File: src/include/deploy_status_consts.svh
// Constants for the deploy status monitor: frame layout, reset values, timing
`ifndef DEPLOY_STATUS_CONSTS_SVH
`define DEPLOY_STATUS_CONSTS_SVH

`define FRAME_W            16
`define CHAN_N             4

// Frame field positions
`define BIT_MODE_HI        15
`define BIT_MODE_LO        14
`define BIT_PARITY         13
`define BIT_SEL_HI         12
`define BIT_SEL_LO         9
`define BIT_REPORT_SEL     8
`define BIT_RSVD_HI        7
`define BIT_RSVD_LO        4
`define BIT_CHAN_HI        3
`define BIT_CHAN_LO        0

// Header values of a monitor-mode-1 frame
`define HDR_MODE           2'h3
`define HDR_SEL            4'h0
`define RSVD_ZERO          4'h0

// Reset values
`define REPORT_SEL_RST     1'h0
`define FLAGS_RST          4'h0
`define RESP_RST           16'h0000

// Deployment time in microseconds and derived cycle count at the core clock
`define CLK_MHZ            20
`define T_DEPLOY_US        1000
`define DEPLOY_CYCLES      (`T_DEPLOY_US * `CLK_MHZ)
`define DEPLOY_CNT_W       16

`endif

File: src/include/deploy_status_pkg.sv
// Types shared by the deploy status monitor testbench and the channel trackers
package deploy_status_pkg;

    typedef enum logic [1:0] {
        CH_IDLE,
        CH_WAIT_ENABLE,
        CH_FIRE
    } chan_state_t;

    typedef logic [15:0] frame_t;

endpackage

File: src/logic/deploy_channel.sv
// One squib channel: deploy-active and deploy-done flags with the firing timer
`timescale 1ns/1ps
`include "deploy_status_consts.svh"

module deploy_channel #(
    parameter logic [`DEPLOY_CNT_W-1:0] LAST_CNT = 16'h4E1F
) (
    input  wire logic sys_clk_i,
    input  wire logic arst_n_i,
    input  wire logic fire_req_i,
    input  wire logic fire_enable_function_i,
    input  wire logic low_side_driver_fault_i,
    input  wire logic clear_done_i,
    output logic      fire_drive_o,
    output logic      deploy_active_flag_o,
    output logic      deploy_done_flag_o
);

    deploy_status_pkg::chan_state_t state;
    deploy_status_pkg::chan_state_t next_state;
    logic [`DEPLOY_CNT_W-1:0]       cnt;
    logic                           cut;

    wire timer_end  = (cnt == LAST_CNT);
    // A set done flag locks the channel out of new deployments
    wire start      = (state == deploy_status_pkg::CH_IDLE) && fire_req_i
                      && !deploy_done_flag_o;
    wire fire_end   = (state == deploy_status_pkg::CH_FIRE) && timer_end;
    wire lsd_trip   = (state == deploy_status_pkg::CH_FIRE) && low_side_driver_fault_i && !cut;
    // Set beats a clear in the same cycle so a completion is never lost
    wire done_set   = fire_end || lsd_trip;
    wire next_done  = done_set || (deploy_done_flag_o && !clear_done_i);
    wire enter_fire = fire_enable_function_i &&
                      ((state == deploy_status_pkg::CH_IDLE && start) ||
                       state == deploy_status_pkg::CH_WAIT_ENABLE);
    // Wait counts from zero so an unenabled request still stands one full deployment time
    wire cnt_clr    = enter_fire || (state == deploy_status_pkg::CH_IDLE)
                      || (next_state == deploy_status_pkg::CH_IDLE);

    always_comb begin
        next_state = state;
        unique case (state)
            deploy_status_pkg::CH_IDLE: begin
                if (start) begin
                    next_state = fire_enable_function_i ? deploy_status_pkg::CH_FIRE
                                                        : deploy_status_pkg::CH_WAIT_ENABLE;
                end
            end
            deploy_status_pkg::CH_WAIT_ENABLE: begin
                if (fire_enable_function_i) begin
                    next_state = deploy_status_pkg::CH_FIRE;
                end else if (timer_end) begin
                    next_state = deploy_status_pkg::CH_IDLE;
                end
            end
            deploy_status_pkg::CH_FIRE: begin
                if (timer_end) begin
                    next_state = deploy_status_pkg::CH_IDLE;
                end
            end
        endcase
    end

    always_ff @(posedge sys_clk_i or negedge arst_n_i) begin
        if (!arst_n_i) begin
            state <= deploy_status_pkg::CH_IDLE;
            cnt   <= '0;
            cut   <= 1'b0;
        end else begin
            state <= next_state;
            cnt   <= cnt_clr ? '0 : cnt + 1'b1;
            cut   <= (state == deploy_status_pkg::CH_FIRE) && (cut || low_side_driver_fault_i);
        end
    end

    always_ff @(posedge sys_clk_i or negedge arst_n_i) begin
        if (!arst_n_i) begin
            deploy_done_flag_o   <= 1'b0;
            deploy_active_flag_o <= 1'b0;
            fire_drive_o         <= 1'b0;
        end else begin
            deploy_done_flag_o   <= next_done;
            // Active rises on any valid request, enable or not
            deploy_active_flag_o <= (next_state != deploy_status_pkg::CH_IDLE);
            fire_drive_o         <= (next_state == deploy_status_pkg::CH_FIRE) && !cut
                                    && !lsd_trip;
        end
    end

    // Run length of the active flag, read only by the checks below
    logic [`DEPLOY_CNT_W:0] act_len;
    always_ff @(posedge sys_clk_i or negedge arst_n_i) begin
        if (!arst_n_i) begin
            act_len <= '0;
        end else begin
            act_len <= deploy_active_flag_o ? act_len + 1'b1 : '0;
        end
    end
endmodule // deploy_channel

File: src/logic/deploy_status_monitor.sv
// Monitor-mode-1 frame interpreter and status reporter for four squib channels
`timescale 1ns/1ps
`include "deploy_status_consts.svh"

module deploy_status_monitor #(
    parameter int unsigned DEPLOY_CYCLES = `DEPLOY_CYCLES
) (
    input  wire logic                 sys_clk_i,
    input  wire logic                 arst_n_i,
    input  wire logic                 cs_deploy_n_i,
    input  wire logic                 cmd_valid_i,
    input  wire logic [`FRAME_W-1:0]  cmd_data_i,
    input  wire logic [`CHAN_N-1:0]   fire_req_i,
    input  wire logic [`CHAN_N-1:0]   fire_enable_function_i,
    input  wire logic [`CHAN_N-1:0]   low_side_driver_fault_i,
    output logic      [`FRAME_W-1:0]  resp_data_o,
    output logic                      resp_valid_o,
    output logic                      cmd_error_o,
    output logic      [`CHAN_N-1:0]   fire_drive_o,
    output logic      [`CHAN_N-1:0]   deploy_active_flag_o,
    output logic      [`CHAN_N-1:0]   deploy_done_flag_o
);

    localparam logic [`DEPLOY_CNT_W-1:0] LAST_CNT = `DEPLOY_CNT_W'(DEPLOY_CYCLES - 1);

    // Chip select comes from a pin: two stages before anything looks at it
    logic cs_meta;
    logic cs_sync;
    logic cs_prev;
    logic report_sel;

    always_ff @(posedge sys_clk_i or negedge arst_n_i) begin
        if (!arst_n_i) begin
            cs_meta <= 1'b1;
            cs_sync <= 1'b1;
            cs_prev <= 1'b1;
        end else begin
            cs_meta <= cs_deploy_n_i;
            cs_sync <= cs_meta;
            cs_prev <= cs_sync;
        end
    end

    wire cs_fall = cs_prev && !cs_sync;

    // Frame decode
    wire hdr_ok   = (cmd_data_i[`BIT_MODE_HI:`BIT_MODE_LO] == `HDR_MODE) &&
                    (cmd_data_i[`BIT_SEL_HI:`BIT_SEL_LO] == `HDR_SEL);
    wire par_ok   = ^cmd_data_i;
    wire cmd_good = cmd_valid_i && hdr_ok && par_ok;
    wire cmd_bad  = cmd_valid_i && hdr_ok && !par_ok;
    // Reserved command bits D7:D4 count only toward parity and are never checked for zero
    wire [`CHAN_N-1:0] clear_vec = cmd_good ? cmd_data_i[`BIT_CHAN_HI:`BIT_CHAN_LO]
                                            : `FLAGS_RST;

    always_ff @(posedge sys_clk_i or negedge arst_n_i) begin
        if (!arst_n_i) begin
            report_sel  <= `REPORT_SEL_RST;
            cmd_error_o <= 1'b0;
        end else begin
            if (cmd_good) begin
                report_sel <= cmd_data_i[`BIT_REPORT_SEL];
            end
            cmd_error_o <= cmd_bad;
        end
    end

    // Answer word; parity bit chosen so the full word has an odd count of ones
    wire [`CHAN_N-1:0] chan_status = report_sel ? deploy_active_flag_o
                                                : deploy_done_flag_o;
    wire [`FRAME_W-1:0] resp_base = {`HDR_MODE, 1'b0, `HDR_SEL, report_sel,
                                     `RSVD_ZERO, chan_status};
    wire resp_par = ~^resp_base;
    wire [`FRAME_W-1:0] resp_word = {resp_base[`FRAME_W-1:`BIT_PARITY+1], resp_par,
                                     resp_base[`BIT_PARITY-1:0]};

    // Snapshot at select fall so the shifter sends a stable word all frame long
    always_ff @(posedge sys_clk_i or negedge arst_n_i) begin
        if (!arst_n_i) begin
            resp_data_o  <= `RESP_RST;
            resp_valid_o <= 1'b0;
        end else begin
            if (cs_fall) begin
                resp_data_o <= resp_word;
            end
            resp_valid_o <= cs_fall;
        end
    end

    genvar ch;
    generate
        for (ch = 0; ch < `CHAN_N; ch++) begin : g_chan
            deploy_channel #(
                .LAST_CNT (LAST_CNT)
            ) u_chan (
                .sys_clk_i               (sys_clk_i),
                .arst_n_i                (arst_n_i),
                .fire_req_i              (fire_req_i[ch]),
                .fire_enable_function_i  (fire_enable_function_i[ch]),
                .low_side_driver_fault_i (low_side_driver_fault_i[ch]),
                .clear_done_i            (clear_vec[ch]),
                .fire_drive_o            (fire_drive_o[ch]),
                .deploy_active_flag_o    (deploy_active_flag_o[ch]),
                .deploy_done_flag_o      (deploy_done_flag_o[ch])
            );
        end
    endgenerate
endmodule // deploy_status_monitor

File: config.mk
export PLATFORM = sky130hd
export DESIGN_NAME = deploy_status_monitor
export DESIGN_NICKNAME = d
export VERILOG_FILES = /design/src/include/deploy_status_pkg.sv /design/src/logic/deploy_channel.sv /design/src/logic/deploy_status_monitor.sv
export VERILOG_INCLUDE_DIRS = /design/src /design/src/include
export SDC_FILE = /design/constraint.sdc
export NUM_CORES = 1
export LEC_CHECK = 0
export BUFFER_PORTS_ARGS = -buffer_cell sky130_fd_sc_hd__buf_2
export CAP_MARGIN = 20
export CORE_MARGIN = 2
export CORE_UTILIZATION = 35
export DETAILED_ROUTE_END_ITERATION = 10
export HOLD_SLACK_MARGIN = 0.05
export MAX_ROUTING_LAYER = met4
export PLACE_DENSITY_LB_ADDON = 0.1
export SLEW_MARGIN = 20
export SYNTH_ARGS = -nofsm -noshare
export SYNTH_HDL_FRONTEND = slang
export SYNTH_SLANG_ARGS = --single-unit
File: constraint.sdc
create_clock -name sys_clk_i -period 3.4 [get_ports sys_clk_i]
set_clock_uncertainty 0.2 [all_clocks]
set_input_delay 1.02 -clock sys_clk_i [delete_from_list [all_inputs] [get_ports sys_clk_i]]
set_output_delay 1.02 -clock sys_clk_i [all_outputs]
set_load 0.03 [all_outputs]
-- After elaboration in Yosys (flattened, before gate mapping)
Index checks and enable logic that the tools add are counted.
- reductions and logical operators: 106
- eq/ne operators: 17
- $add $sub $neg: 4
- muxes and demuxes: 26
- operator list (cell ; count):
    adder 16 x 1 -> 16 bit, second input constant ; 4
    == test 16 x 15 -> 1 bit, second input constant ; 4
    2-to-1 mux 16 bit ; 4
    logical AND 1 bit ; 49
    2-to-1 mux 2 bit ; 16
    logical OR 1 bit ; 24
    one-hot mux 2 bit (3 select lines) ; 4
    == test 2 bit, second input constant ; 9
    zero test 1 bit ; 18
    zero test 2 bit ; 8
    XNOR reduction 16 bit ; 1
    parity 16 bit ; 1
    == test 2 x 1 -> 1 bit, second input constant ; 4
    2-to-1 mux 4 bit ; 2
    nonzero test 2 bit ; 4
    zero test 4 bit ; 1
- output and inout bits: 30
- input port bits: 32
- bits in registers: 101

-- Depth between registers and ports, before layout
Gate-level depths: netlist of the first run.
- depth after elaboration: 9
- gate-level depth with buffers: 8

-- By module
From an unflattened synthesis of the first run, not the netlist that was laid out.
- cell total of the unflattened synthesis: 505
- area total of the unflattened synthesis: 5320.1 um2
- by module, submodules not included (module ; area an instance (um2) ; cells each ; instances):
    deploy_channel ; 1131.1 ; 108 ; 4
    deploy_status_monitor ; 795.8 ; 73 ; 1

-- Worst setup path after synthesis of the first run
No wires, ideal clock.
- kind: input to register
- start point: in cmd_data_i[14]
- end point: reg report_sel
- slack: 0.581 ns
- cell stages on the path: 6
- library setup time: 0.125 ns
- arrival time: 2.494 ns
- path through: ha_1 -> xnor2_1 -> xnor2_1 -> xnor3_1 -> nand2_1 -> mux2_2
- word-level cells in the longest chain between the ends: 4
- elaborated cells on any way between the ends: 5
- ends and longest elaborated chain (element ; line ; text):
    start, declared ; deploy_status_monitor.sv:12 ; input wire logic [`FRAME_W-1:0] cmd_data_i,
    == test 2 bit (no line) ; n/a ;
    logical AND 1 bit ; deploy_status_monitor.sv:47 ; wire hdr_ok = (cmd_data_i[`BIT_MODE_HI:`BIT_MODE_LO] == `HDR_MODE) &&
    logical AND 1 bit ; deploy_status_monitor.sv:50 ; wire cmd_good = cmd_valid_i && hdr_ok && par_ok;
    logical AND 1 bit * ; deploy_status_monitor.sv:50 ;
    end signal, assigned ; deploy_status_monitor.sv:58 ; report_sel <= `REPORT_SEL_RST;
    end signal, assigned ; deploy_status_monitor.sv:62 ; report_sel <= cmd_data_i[`BIT_REPORT_SEL];
    end, declared ; deploy_status_monitor.sv:30 ; logic report_sel;
Every way passes the cells marked *; elsewhere a longest branch is shown, timed or not.
A chain may end at the register's enable or synchronous reset.

-- Final worst setup path of the first run
- start point: reg g_chan[3].u_chan.cnt[5]
- end point: reg g_chan[3].u_chan.cnt[10]
- word-level cells in the longest chain between the ends: 7
- elaborated cells on any way between the ends: 8
- ends and longest elaborated chain (element ; line ; text):
    start, declared ; deploy_channel.sv:21 ; logic [`DEPLOY_CNT_W-1:0] cnt;
    start signal, assigned ; deploy_channel.sv:71 ; cnt <= cnt_clr ? '0 : cnt + 1'b1;
    == test 16 x 15 -> 1 bit * ; deploy_channel.sv:24 ; wire timer_end = (cnt == LAST_CNT);
    2-to-1 mux 2 bit * ; deploy_channel.sv:52, deploy_channel.sv:57 ;
    2-to-1 mux 2 bit ; deploy_channel.sv:50 ; if (fire_enable_function_i) begin
    one-hot mux 2 bit (3 select lines) * ; deploy_channel.sv:42 ; unique case (state)
    named net g_chan[3].u_chan.next_state[0] ; deploy_channel.sv:20 ; deploy_status_pkg::chan_state_t next_state;
    zero test 2 bit * ; deploy_channel.sv:38 ; || (next_state == deploy_status_pkg::CH_IDLE);
    logical OR 1 bit * ; deploy_channel.sv:38 ;
    2-to-1 mux 16 bit * ; deploy_channel.sv:71 ;
Mark *: on every way through the listed nets, which the timed path passes. The rest lies on a longest branch.

==> results.py, run 1 <==
metrics = {
    "yosys": {
        "yosys.area_share.adder_pct": 3.96,
        "synthCells": 521,
        "synth_flop_cell": "dfrtp_1",
        "async_reset_ff_share_pct": 100,
        "synthMuxAreaShare_pct": 1.91,
        "synth_top_area_share_pct": 45.6,
        "ys_top_cells_by_area": "dfrtp_1 (46%), xnor2_1 (7.2%), nor2_1 (5.5%)",
        "ys_seq_elements": 101,
        "synth_area_sq_um": 5370,
        "synth_edf_count": 0,
        "yosysTopAreaCell": "dfrtp_1",
        "synth_compound_area_share_pct": 8.15,
        "synth_xor_area_share_pct": 12.5,
        "synth_warnings": 0,
        "synth_top_family_by_area": "simple AND/OR/NAND/NOR gates",
        "synth-simple-area-share_pct": 20.8,
        "synth_cell_types": 48,
        "ys_seq_area_share_pct": 47.1,
        "synth.avg_cell_area_sq_um": 10.3,
    },
    "final_layout": {
        "num-fill-cells": 1502,
        "syn2layout_area_growth_pct": 12.6,
        "final_area_sq_um": 6050,
        "layout.nets": 618,
        "antenna_cells": 0,
        "drive_gt1_share_pct": 15.9,
    },
    "die": {
        "fp.dieH_microns": 128,
        "rows": 45,
        "core_sq_um": 15100,
        "die_w_microns": 128,
        "start_util_pct": 35.6,
        "io_pins": 62,
        "dieArea_sq_um": 16400,
    },
    "worst_setup_path": {
        "arrival_ns": 2.71,
        "worstPathCellList": "or4b_4 -> nor4_2 -> o32ai_1 -> o31ai_4 -> nor2_1",
        "critPathKind": "flop to flop",
        "start_kind": "flop",
        "worst_setup_path_end_kind": "flop",
        "crit_required_ns": 3.41,
        "max_stage_delay_ns": 0.66,
        "slowest_stage": "o31ai_4",
        "path_max_fanout": 15,
    },
    "sta": {
        "fin_crit_sh_pct": 79.4,
        "rsz0062_at_grt": "false",
        "fmax_mhz": 370,
        "finalWorstSetupSlack_ns": 0.699,
        "slew_headroom_pct": 45.2,
        "setup_violations": 0,
        "maxSlewViolCount": 0,
        "fin_setup_tns_ns": 0,
        "tightest_slew_ns": 0.811,
        "timing.hold.ws_ns": 0.157,
        "finalCriticalPeriod_ns": 2.70,
        "hold_viol": 0,
    },
    "route": {
        "ant_nets": 0,
        "drtIter0Drc": 254,
        "wl_per_cell_microns": 14.3,
        "vias_per_cell": 4.90,
        "routed_wl_microns": 10900,
        "via_count": 3736,
        "drc_errors": 0,
        "first_pass_iters": 4,
    },
    "clocking": {
        "post_cts_resized": 0,
        "cts_made_buffers": 9,
        "clock_latency_ns": 0.35,
        "h-tree-depth": 3,
        "cts_max_path_buffers": 2,
        "cts-root-buf": "clkbuf_16",
        "post_cts_buffers": 0,
        "cts_sinks": 101,
        "cts_hold_buf": 0,
        "clk_transition_reported_paths_ns": 0.07,
        "cts_tree": "built",
    },
    "power_and_ir_drop": {
        "leakage_uw": 0.00272,
        "finalPower_uw": 2510,
        "power.density_nw_per_um2": 414,
        "vdd_ir_drop_max_mv": 0.211,
    },
    "global_route": {
        "grt_max_degree": 40,
        "grt.total_usage_pct": 14.8,
        "grt_pass1_vias": 3705,
        "grt-ovfl-total": 0,
        "antenna_found_initial": 0,
        "grt_pass1_wl_microns": 18600,
    },
    "place": {
        "hpwl_microns": 8050,
        "gp_congestion": 0.854,
        "portBuffers": 53,
        "dp_slack_ns": 0.347,
        "placed_area_sq_um": 5740,
    },
    "run": {
        "max-cap-violations": 0,
    },
    "status": {
        "status": "finished, final reports clean",
    },
    "min_path": {
        "hp-class": "flop to flop",
    },
}
-- synth_stat cells (all sizes together) (10+ instances only) --
library cell / instances
inv: 23
nand4: 10
and3: 17
nand2: 33
nor2: 79
xor2: 25
buf: 25
xnor2: 44
nand3: 23
dfrtp: 98
a21oi: 13
ha: 17
o21ai: 20
-- metrics by stage --
| stage | util, % | std cells |
|---|---|---|
| floorplan | - | 528 |
| global placement | 38.0 | 746 |
| detailed placement | 38.0 | 746 |
| CTS | 40.1 | 762 |
| global route | 40.1 | 762 |
| finish | 40.1 | 762 |
-- critical path, delay by kind of cell (launching register included) --
kind	cells	cell delay [ns]
compound gates	2	0.91
flops	1	0.46
simple gates	3	0.99
-- layout make-up --
| class | count | area, sq um | share of cell area, % |
|---|---|---|---|
| well taps | 188 | 235 | 3.89 |
| clock buffers | 12 | 236 | 3.91 |
| multi-input cells | 377 | 2570 | 42.6 |
| inverters | 23 | 86.3 | 1.43 |
| clock inverters | 4 | 72.6 | 1.20 |
| repair buffers | 57 | 310 | 5.13 |
| flip-flops and latches | 101 | 2530 | 41.9 |
-- sequential cells by signal, indices dropped and copies added, names as in the netlist --
signal	flops
cs_prev	1
cmd_error_o	1
cs_meta	1
cs_sync	1
resp_data_o	7
g_chan.u_chan.cnt	64
g_chan.u_chan.deploy_done_flag_o	4
g_chan.u_chan.deploy_active_flag_o	4
resp_valid_o	1
g_chan.u_chan.fire_drive_o	4
g_chan.u_chan.state	8
g_chan.u_chan.cut	4
report_sel	1
-- kinds of logic (layout without fill, tap and decap cells) --
family                   Yosys count  after routing
other                              1              8
adder cells (fa/ha/maj)           17             17
multiplexers                      10             10
buffers and inverters             50             96
flip-flops                       101            101
XOR/XNOR                          72             72
AND/OR/NAND/NOR                  211            211
AO/OA/AOI/OAI                     59             59
-- cell usage in the layout, fill, tap and decap left out, drive strengths merged, types with 5 or more instances in the layout --
cell type / Yosys / final
a21oi: 13 / 13
and3: 17 / 17
buf: 25 / 57
clkbuf: 2 / 12
conb: 1 / 8
dfrtp: 98 / 98
ha: 17 / 17
inv: 23 / 23
mux2i: 8 / 8
nand2: 33 / 33
nand3: 23 / 23
nand4: 10 / 10
nor2: 79 / 79
nor2b: 9 / 9
nor3: 6 / 6
o21ai: 20 / 20
or4b: 5 / 5
xnor2: 44 / 44
xor2: 25 / 25
-- power breakdown --
part | internal [uW] | switching, uW | total [uW]
Clock | 645 | 446 | 1090
Combinational | 73.0 | 106 | 179
Sequential | 1220 | 17.0 | 1240
Total | 1940 | 569 | 2510
-- routing by layer --
metal,share of wire (%),vias up,GRT usage [%]
met4,2.2,0,5.04
met5,0,-,-
met2,45,61,22.4
met1,49,1801,19.6
met3,3.6,17,3.59
li1,-,1857,-
-- worst paths after layout --
path | startpoint | endpoint | depth (start not counted) | slack (ns)
worst min-delay path | cs_meta | cs_sync | 0 | 0.16
max in group asynchronous | arst_n_i | g_chan[2].u_chan.cnt[15] | 2 | 1.94
worst min register to register | cs_meta | cs_sync | 0 | 0.16
worst max-delay path | g_chan[3].u_chan.cnt[5] | g_chan[3].u_chan.cnt[10] | 5 | 0.70
worst max register to register | g_chan[3].u_chan.cnt[5] | g_chan[3].u_chan.cnt[10] | 5 | 0.70
min in group asynchronous | arst_n_i | resp_data_o[14] | 1 | 0.44
Note: power is estimated with default switching activity, not from simulation.
==> run 2: changes to the inputs <==
ABC_AREA = 1   (was not set)
clock period = 2.2 ns   (was 3.4 ns; I/O delays follow)
==> results.py, run 2 <==
metrics = {
    "die": {
        "core_sq_um": 16600,
        "rows": 47,
        "io_pins": 62,
        "dieArea_sq_um": 18200,
        "die_w_microns": 135,
        "start_util_pct": 36.0,
        "fp.dieH_microns": 135,
    },
    "final_layout": {
        "syn2layout_area_growth_pct": 11.3,
        "antenna_cells": 0,
        "mostFrequentLayoutCells": "nand2_1 (179), nor2_1 (110), inv_1 (108)",
        "reg_top3": "g_chan.u_chan.cnt: 64 flops, g_chan.u_chan.state: 8 flops, resp_data_o: 7 flops",
        "largest_register": "g_chan.u_chan.cnt",
        "largest_register_ffs": 64,
        "final_common_cell": "nand2_1",
        "drive_gt1_share_pct": 12.9,
        "finalNonFillerCells": 1040,
        "num-fill-cells": 1731,
        "layout.nets": 864,
    },
    "clocking": {
        "cts_tree": "built",
        "clock_latency_ns": 0.35,
        "h-tree-depth": 3,
        "cts_hold_buf": 0,
        "cts_made_buffers": 9,
        "cts-root-buf": "clkbuf_16",
        "clk_transition_reported_paths_ns": 0.07,
        "cts_max_path_buffers": 2,
        "cts_sinks": 101,
    },
    "yosys": {
        "synth_warnings": 0,
        "synth_top_family_by_area": "simple AND/OR/NAND/NOR gates",
        "synth.avg_cell_area_sq_um": 7.75,
        "synth_area_sq_um": 5990,
        "ys_seq_area_share_pct": 42.3,
        "yosysMostFrequentCell": "nand2_1",
        "synthTopCellsByCount": "nand2_1 (179), nor2_1 (111), inv_1 (108)",
        "synth_compound_area_share_pct": 3.36,
        "synth_flop_cell": "dfrtp_1",
        "yosysTopAreaCell": "dfrtp_1",
        "synthCells": 773,
        "synthMuxAreaShare_pct": 0,
        "synth_cell_types": 36,
        "synth_top_area_share_pct": 40.9,
        "async_reset_ff_share_pct": 100,
        "ys_top_cells_by_area": "dfrtp_1 (41%), nand2_1 (11%), nor2_1 (7.0%)",
        "synth_xor_area_share_pct": 8.04,
        "synth_edf_count": 0,
        "synth-simple-area-share_pct": 31.5,
        "yosys.area_share.adder_pct": 3.55,
        "ys_seq_elements": 101,
    },
    "place": {
        "dp.cells": 1023,
        "hpwl_microns": 9720,
        "portBuffers": 53,
        "gp_congestion": 0.862,
    },
    "worst_setup_path": {
        "crit_required_ns": 2.27,
        "arrival_ns": 2.09,
        "ff2ff_setup_slack_ns": 0.19,
        "reg2reg_from": "g_chan[0].u_chan.state[0]",
        "path_max_fanout": 16,
        "r2r_cells": 10,
        "critPathKind": "flop to flop",
        "endpoint": "g_chan[0].u_chan.cnt[12]",
        "r2r_end": "g_chan[0].u_chan.cnt[12]",
        "worst_setup_path_end_kind": "flop",
        "startpoint": "g_chan[0].u_chan.state[0]",
        "start_kind": "flop",
    },
    "global_route": {
        "grt_pass1_vias": 4746,
        "grt_max_degree": 56,
        "grt-ovfl-total": 0,
        "grt_pass1_wl_microns": 21900,
        "antenna_found_initial": 0,
        "grt.total_usage_pct": 15.4,
    },
    "route": {
        "first_pass_iters": 5,
        "drc_errors": 0,
        "ant_nets": 0,
        "drtIter0Drc": 195,
        "routed_wl_microns": 12900,
        "wl_per_cell_microns": 12.4,
        "vias_per_cell": 4.68,
        "via_count": 4869,
    },
    "sta": {
        "fmax_mhz": 497,
        "tightest_slew_ns": 0.538,
        "setup_violations": 0,
        "hold_viol": 0,
        "slew_headroom_pct": 64.0,
        "maxSlewViolCount": 0,
        "finalCriticalPeriod_ns": 2.01,
        "timing.hold.ws_ns": 0.0862,
        "fin_setup_tns_ns": 0,
        "rsz0062_at_grt": "false",
        "fin_crit_sh_pct": 91.5,
    },
    "power_and_ir_drop": {
        "power.density_nw_per_um2": 799,
        "internal_power_uw": 3450,
        "switchingPower_uw": 1870,
        "switching_share_pct": 35.2,
        "comb_power_share_pct": 28.3,
        "leakage_uw": 0.00314,
        "vdd_ir_drop_max_mv": 0.382,
        "clkPwrFrac_pct": 30.1,
        "finalPower_uw": 5330,
        "share_seq_of_total_power_pct": 41.7,
    },
    "run": {
        "max-cap-violations": 0,
    },
    "status": {
        "status": "finished, final reports clean",
    },
    "min_path": {
        "hp-class": "input port to asynchronous set/reset pin",
    },
}
run 2: cell types whose count changed after synthesis, sizes merged, moves of 8 or more:
cell	previous run	this run
nand2	33	184
nand3	23	43
nand4	10	28
xor2	25	46
nor3	6	24
and3	17	2
nor4	4	12
mux2i	8	0
inv	23	112
nor2b	9	0
nor2	79	121
xnor2	44	9
run 2: worst min path at each step:
stage / end / from / slack, ns
floorplan: cs_sync / cs_meta / 0.15
global placement: cs_prev / cs_sync / 0.16
finish: g_chan[0].u_chan.cnt[6] / arst_n_i / 0.09
CTS: g_chan[0].u_chan.cnt[6] / arst_n_i / 0.1
global route: g_chan[0].u_chan.cnt[6] / arst_n_i / 0.11
detailed placement: cs_sync / cs_meta / 0.16
run 2: cell families after synthesis:
| logic type | Yosys count |
|---|---|
| and+or+nand+nor | 419 |
| buffers and inverters | 144 |
| DFF | 101 |
| xor gates and xnor gates | 55 |
| AOI/OAI and AO/OA | 36 |
| adders and majority gates | 17 |
| other | 1 |
run 2: through the flow:
stage / area [sq um] / utilization, % / setup slack (ns)
global route: 6670 / 40.1 / 0.00112
finish: 6670 / 40.1 / 0.186
floorplan: 6020 / - / 0.206
CTS: 6640 / 39.9 / 0.157
detailed placement: 6340 / 38.1 / 0.00268
global placement: 6340 / 38.1 / 0.0233
run 2: cell type report:
type                    count  area, sq um  area share, %
clock buffers              13          250           3.75
clock inverters             3         46.3          0.694
inverters                 112          420           6.30
multi-input cells         535         2830           42.4
flip-flops and latches    101         2530           38.0
well taps                 220          275           4.13
repair buffers             56          315           4.73
run 2: power by group through the flow:
| stage | clock network, uW | registers [uW] | logic [uW] |
|---|---|---|---|
| after floorplan | 0 | 2270 | 1160 |
| after global placement | 0 | 2250 | 1440 |
| after detailed placement | 0 | 2260 | 1470 |
| after CTS | 1660 | 2220 | 1480 |
| after global routing | 1740 | 2250 | 1690 |
| final | 1600 | 2220 | 1510 |
run 2: critical path, cell delays in order, from the launching register on:
cell	delay (ns)
dfrtp_1	0.40
inv_1	0.08
ha_1	0.27
inv_1	0.05
nor2_1	0.16
and3_1	0.17
nand2_1	0.05
and2_2	0.19
nand3_2	0.10
nand2_4	0.13
nor2_1	0.13
run 2: routing by layer:
layer,wire [microns],track usage [%],vias to the layer above
met5,0,-,-
met4,271,6.32,0
met3,582,2.40,17
met2,5520,23.0,97
met1,6570,21.0,2280
li1,-,-,2475
run 2: repair_timing:
action / CTS / global route
resized for setup: 0 / 3
buffers inserted: 0 / 1
endpoints found under the setup margin: 0 / 19
==> run 3: changes to the inputs <==
CORE_MARGIN = 8   (was 2)
CORE_UTILIZATION = 54   (was 35)
==> results.py, run 3 (synthesis gave the netlist of run 2 again) <==
metrics = {
    "die": {
        "die_w_microns": 121,
        "fp.dieH_microns": 121,
        "core_sq_um": 10800,
        "rows": 38,
        "io_pins": 62,
        "dieArea_sq_um": 14700,
        "start_util_pct": 55.3,
    },
    "sta": {
        "fin_setup_tns_ns": 0,
        "finalWorstSetupSlack_ns": 0.171,
        "rsz0062_at_grt": "false",
        "finalCriticalPeriod_ns": 2.03,
        "timing.hold.ws_ns": 0.160,
        "setup_violations": 0,
        "fmax_mhz": 493,
        "fin_crit_sh_pct": 92.2,
        "hold_viol": 0,
        "maxSlewViolCount": 0,
    },
    "global_route": {
        "grt_pass1_vias": 4774,
        "grt-ovfl-total": 0,
        "grt_max_degree": 41,
        "grt.total_usage_pct": 18.1,
        "antenna_found_initial": 1,
        "grt_pass1_wl_microns": 21400,
    },
    "route": {
        "ant_nets": 0,
        "drc_errors": 0,
        "via_count": 4872,
        "vias_per_cell": 5.05,
        "routed_wl_microns": 12200,
        "wl_per_cell_microns": 12.6,
        "first_pass_iters": 5,
        "drtIter0Drc": 322,
    },
    "final_layout": {
        "layout.nets": 868,
        "mostFrequentLayoutCells": "nand2_1 (179), nor2_1 (110), inv_1 (108)",
        "drive_gt1_share_pct": 13.6,
        "final_common_cell": "nand2_1",
        "reg_top3": "g_chan.u_chan.cnt: 64 flops, g_chan.u_chan.state: 8 flops, resp_data_o: 7 flops",
        "final_area_sq_um": 6480,
        "syn2layout_area_growth_pct": 8.19,
        "largest_register": "g_chan.u_chan.cnt",
        "largest_register_ffs": 64,
    },
    "worst_setup_path": {
        "ff2ff_setup_slack_ns": 0.17,
        "crit_required_ns": 2.26,
        "critPathKind": "flop to flop",
        "start_kind": "flop",
        "reg2reg_from": "g_chan[2].u_chan.state[0]",
        "worst_setup_path_end_kind": "flop",
        "r2r_end": "g_chan[2].u_chan.cnt[4]",
        "r2r_cells": 8,
        "startpoint": "g_chan[2].u_chan.state[0]",
        "path_max_fanout": 16,
        "arrival_ns": 2.09,
    },
    "min_path": {
        "holdPathStages": 0,
        "min_to": "cs_sync",
        "hp-class": "flop to flop",
        "hold_path.startpoint": "cs_meta",
    },
    "clocking": {
        "cts-root-buf": "clkbuf_8",
        "cts_sinks": 101,
        "clk_transition_reported_paths_ns": 0.09,
        "h-tree-depth": 3,
        "cts_made_buffers": 9,
        "clock_latency_ns": 0.39,
        "cts_tree": "built",
        "cts_max_path_buffers": 2,
    },
    "place": {
        "placed_area_sq_um": 6260,
        "hpwl_microns": 9390,
        "portBuffers": 53,
        "dp_slack_ns": 0.00280,
        "gp_congestion": 0.924,
    },
    "run": {
        "max-cap-violations": 0,
    },
    "power_and_ir_drop": {
        "power.density_nw_per_um2": 745,
        "leakage_uw": 0.00314,
        "vdd_ir_drop_max_mv": 0.470,
        "finalPower_uw": 4830,
    },
    "status": {
        "status": "finished, final reports clean",
    },
}
[run 3: changes by cell type in the layout (fill, tap and decap cells not counted), moves of 2 or more]
cell	delta
clkbuf_16	-9
clkbuf_8	+9
buf_4	+3
clkinv_4	+2
clkbuf_1	-3
nand2_4	+2
nand2_8	-2
[run 3: worst max path at each step]
stage | end | slack [ns]
after floorplan | report_sel | 0.21
after global placement | report_sel | 0.01
after detailed placement | report_sel | 0.003
after CTS | g_chan[0].u_chan.cnt[5] | 0.14
after global routing | g_chan[3].u_chan.cnt[15] | 0.02
final | g_chan[2].u_chan.cnt[4] | 0.17
[run 3: final cells by class]
class                           count  area, sq um
Clock buffer                       10          138
Antenna cell                        1         2.50
Clock inverter                      6         53.8
Timing Repair Buffer               60          348
Tap cell                          140          175
Multi-Input combinational cell    535         2810
Inverter                          112          420
Fill cell                         986         4360
Sequential cell                   101         2530
[run 3: report_power, final]
part | leakage, uW | switching [uW] | internal [uW] | total [uW]
sequential | 0.00135 | 159 | 2060 | 2220
clock | 0.0000950 | 680 | 460 | 1140
combinational | 0.00169 | 990 | 480 | 1470
[run 3: timing repair]
item                       CTS  global route
hold endpoints to repair    17             0
gates resized for setup      0             1
hold buffers                 1             0
setup endpoints to repair    0            15
setup buffers                0             2
[run 3: per-layer routing]
metal,global-route usage (%),wire length [microns],vias to the layer above
li1,-,-,2486
met1,21.0,5470,2276
met2,30.0,5950,96
met3,4.93,588,14
met4,5.40,181,0
met5,-,0,-
[run 3: per-stage QoR]
stage	std cells	utilization [%]
floorplan	780	-
global placement	945	57.7
detailed placement	945	57.7
CTS	962	59.6
global route	965	59.8
finish	965	59.8
[run 3: worst max-delay path: stages, from the launching register on]
cell and delay, ns:
dfrtp_1 0.41, inv_1 0.09, ha_1 0.23, o21ai_0 0.26, nor2_1 0.09, a21oi_2 0.20, nand3_2 0.14, nand2_4 0.22
nor2_1 0.07
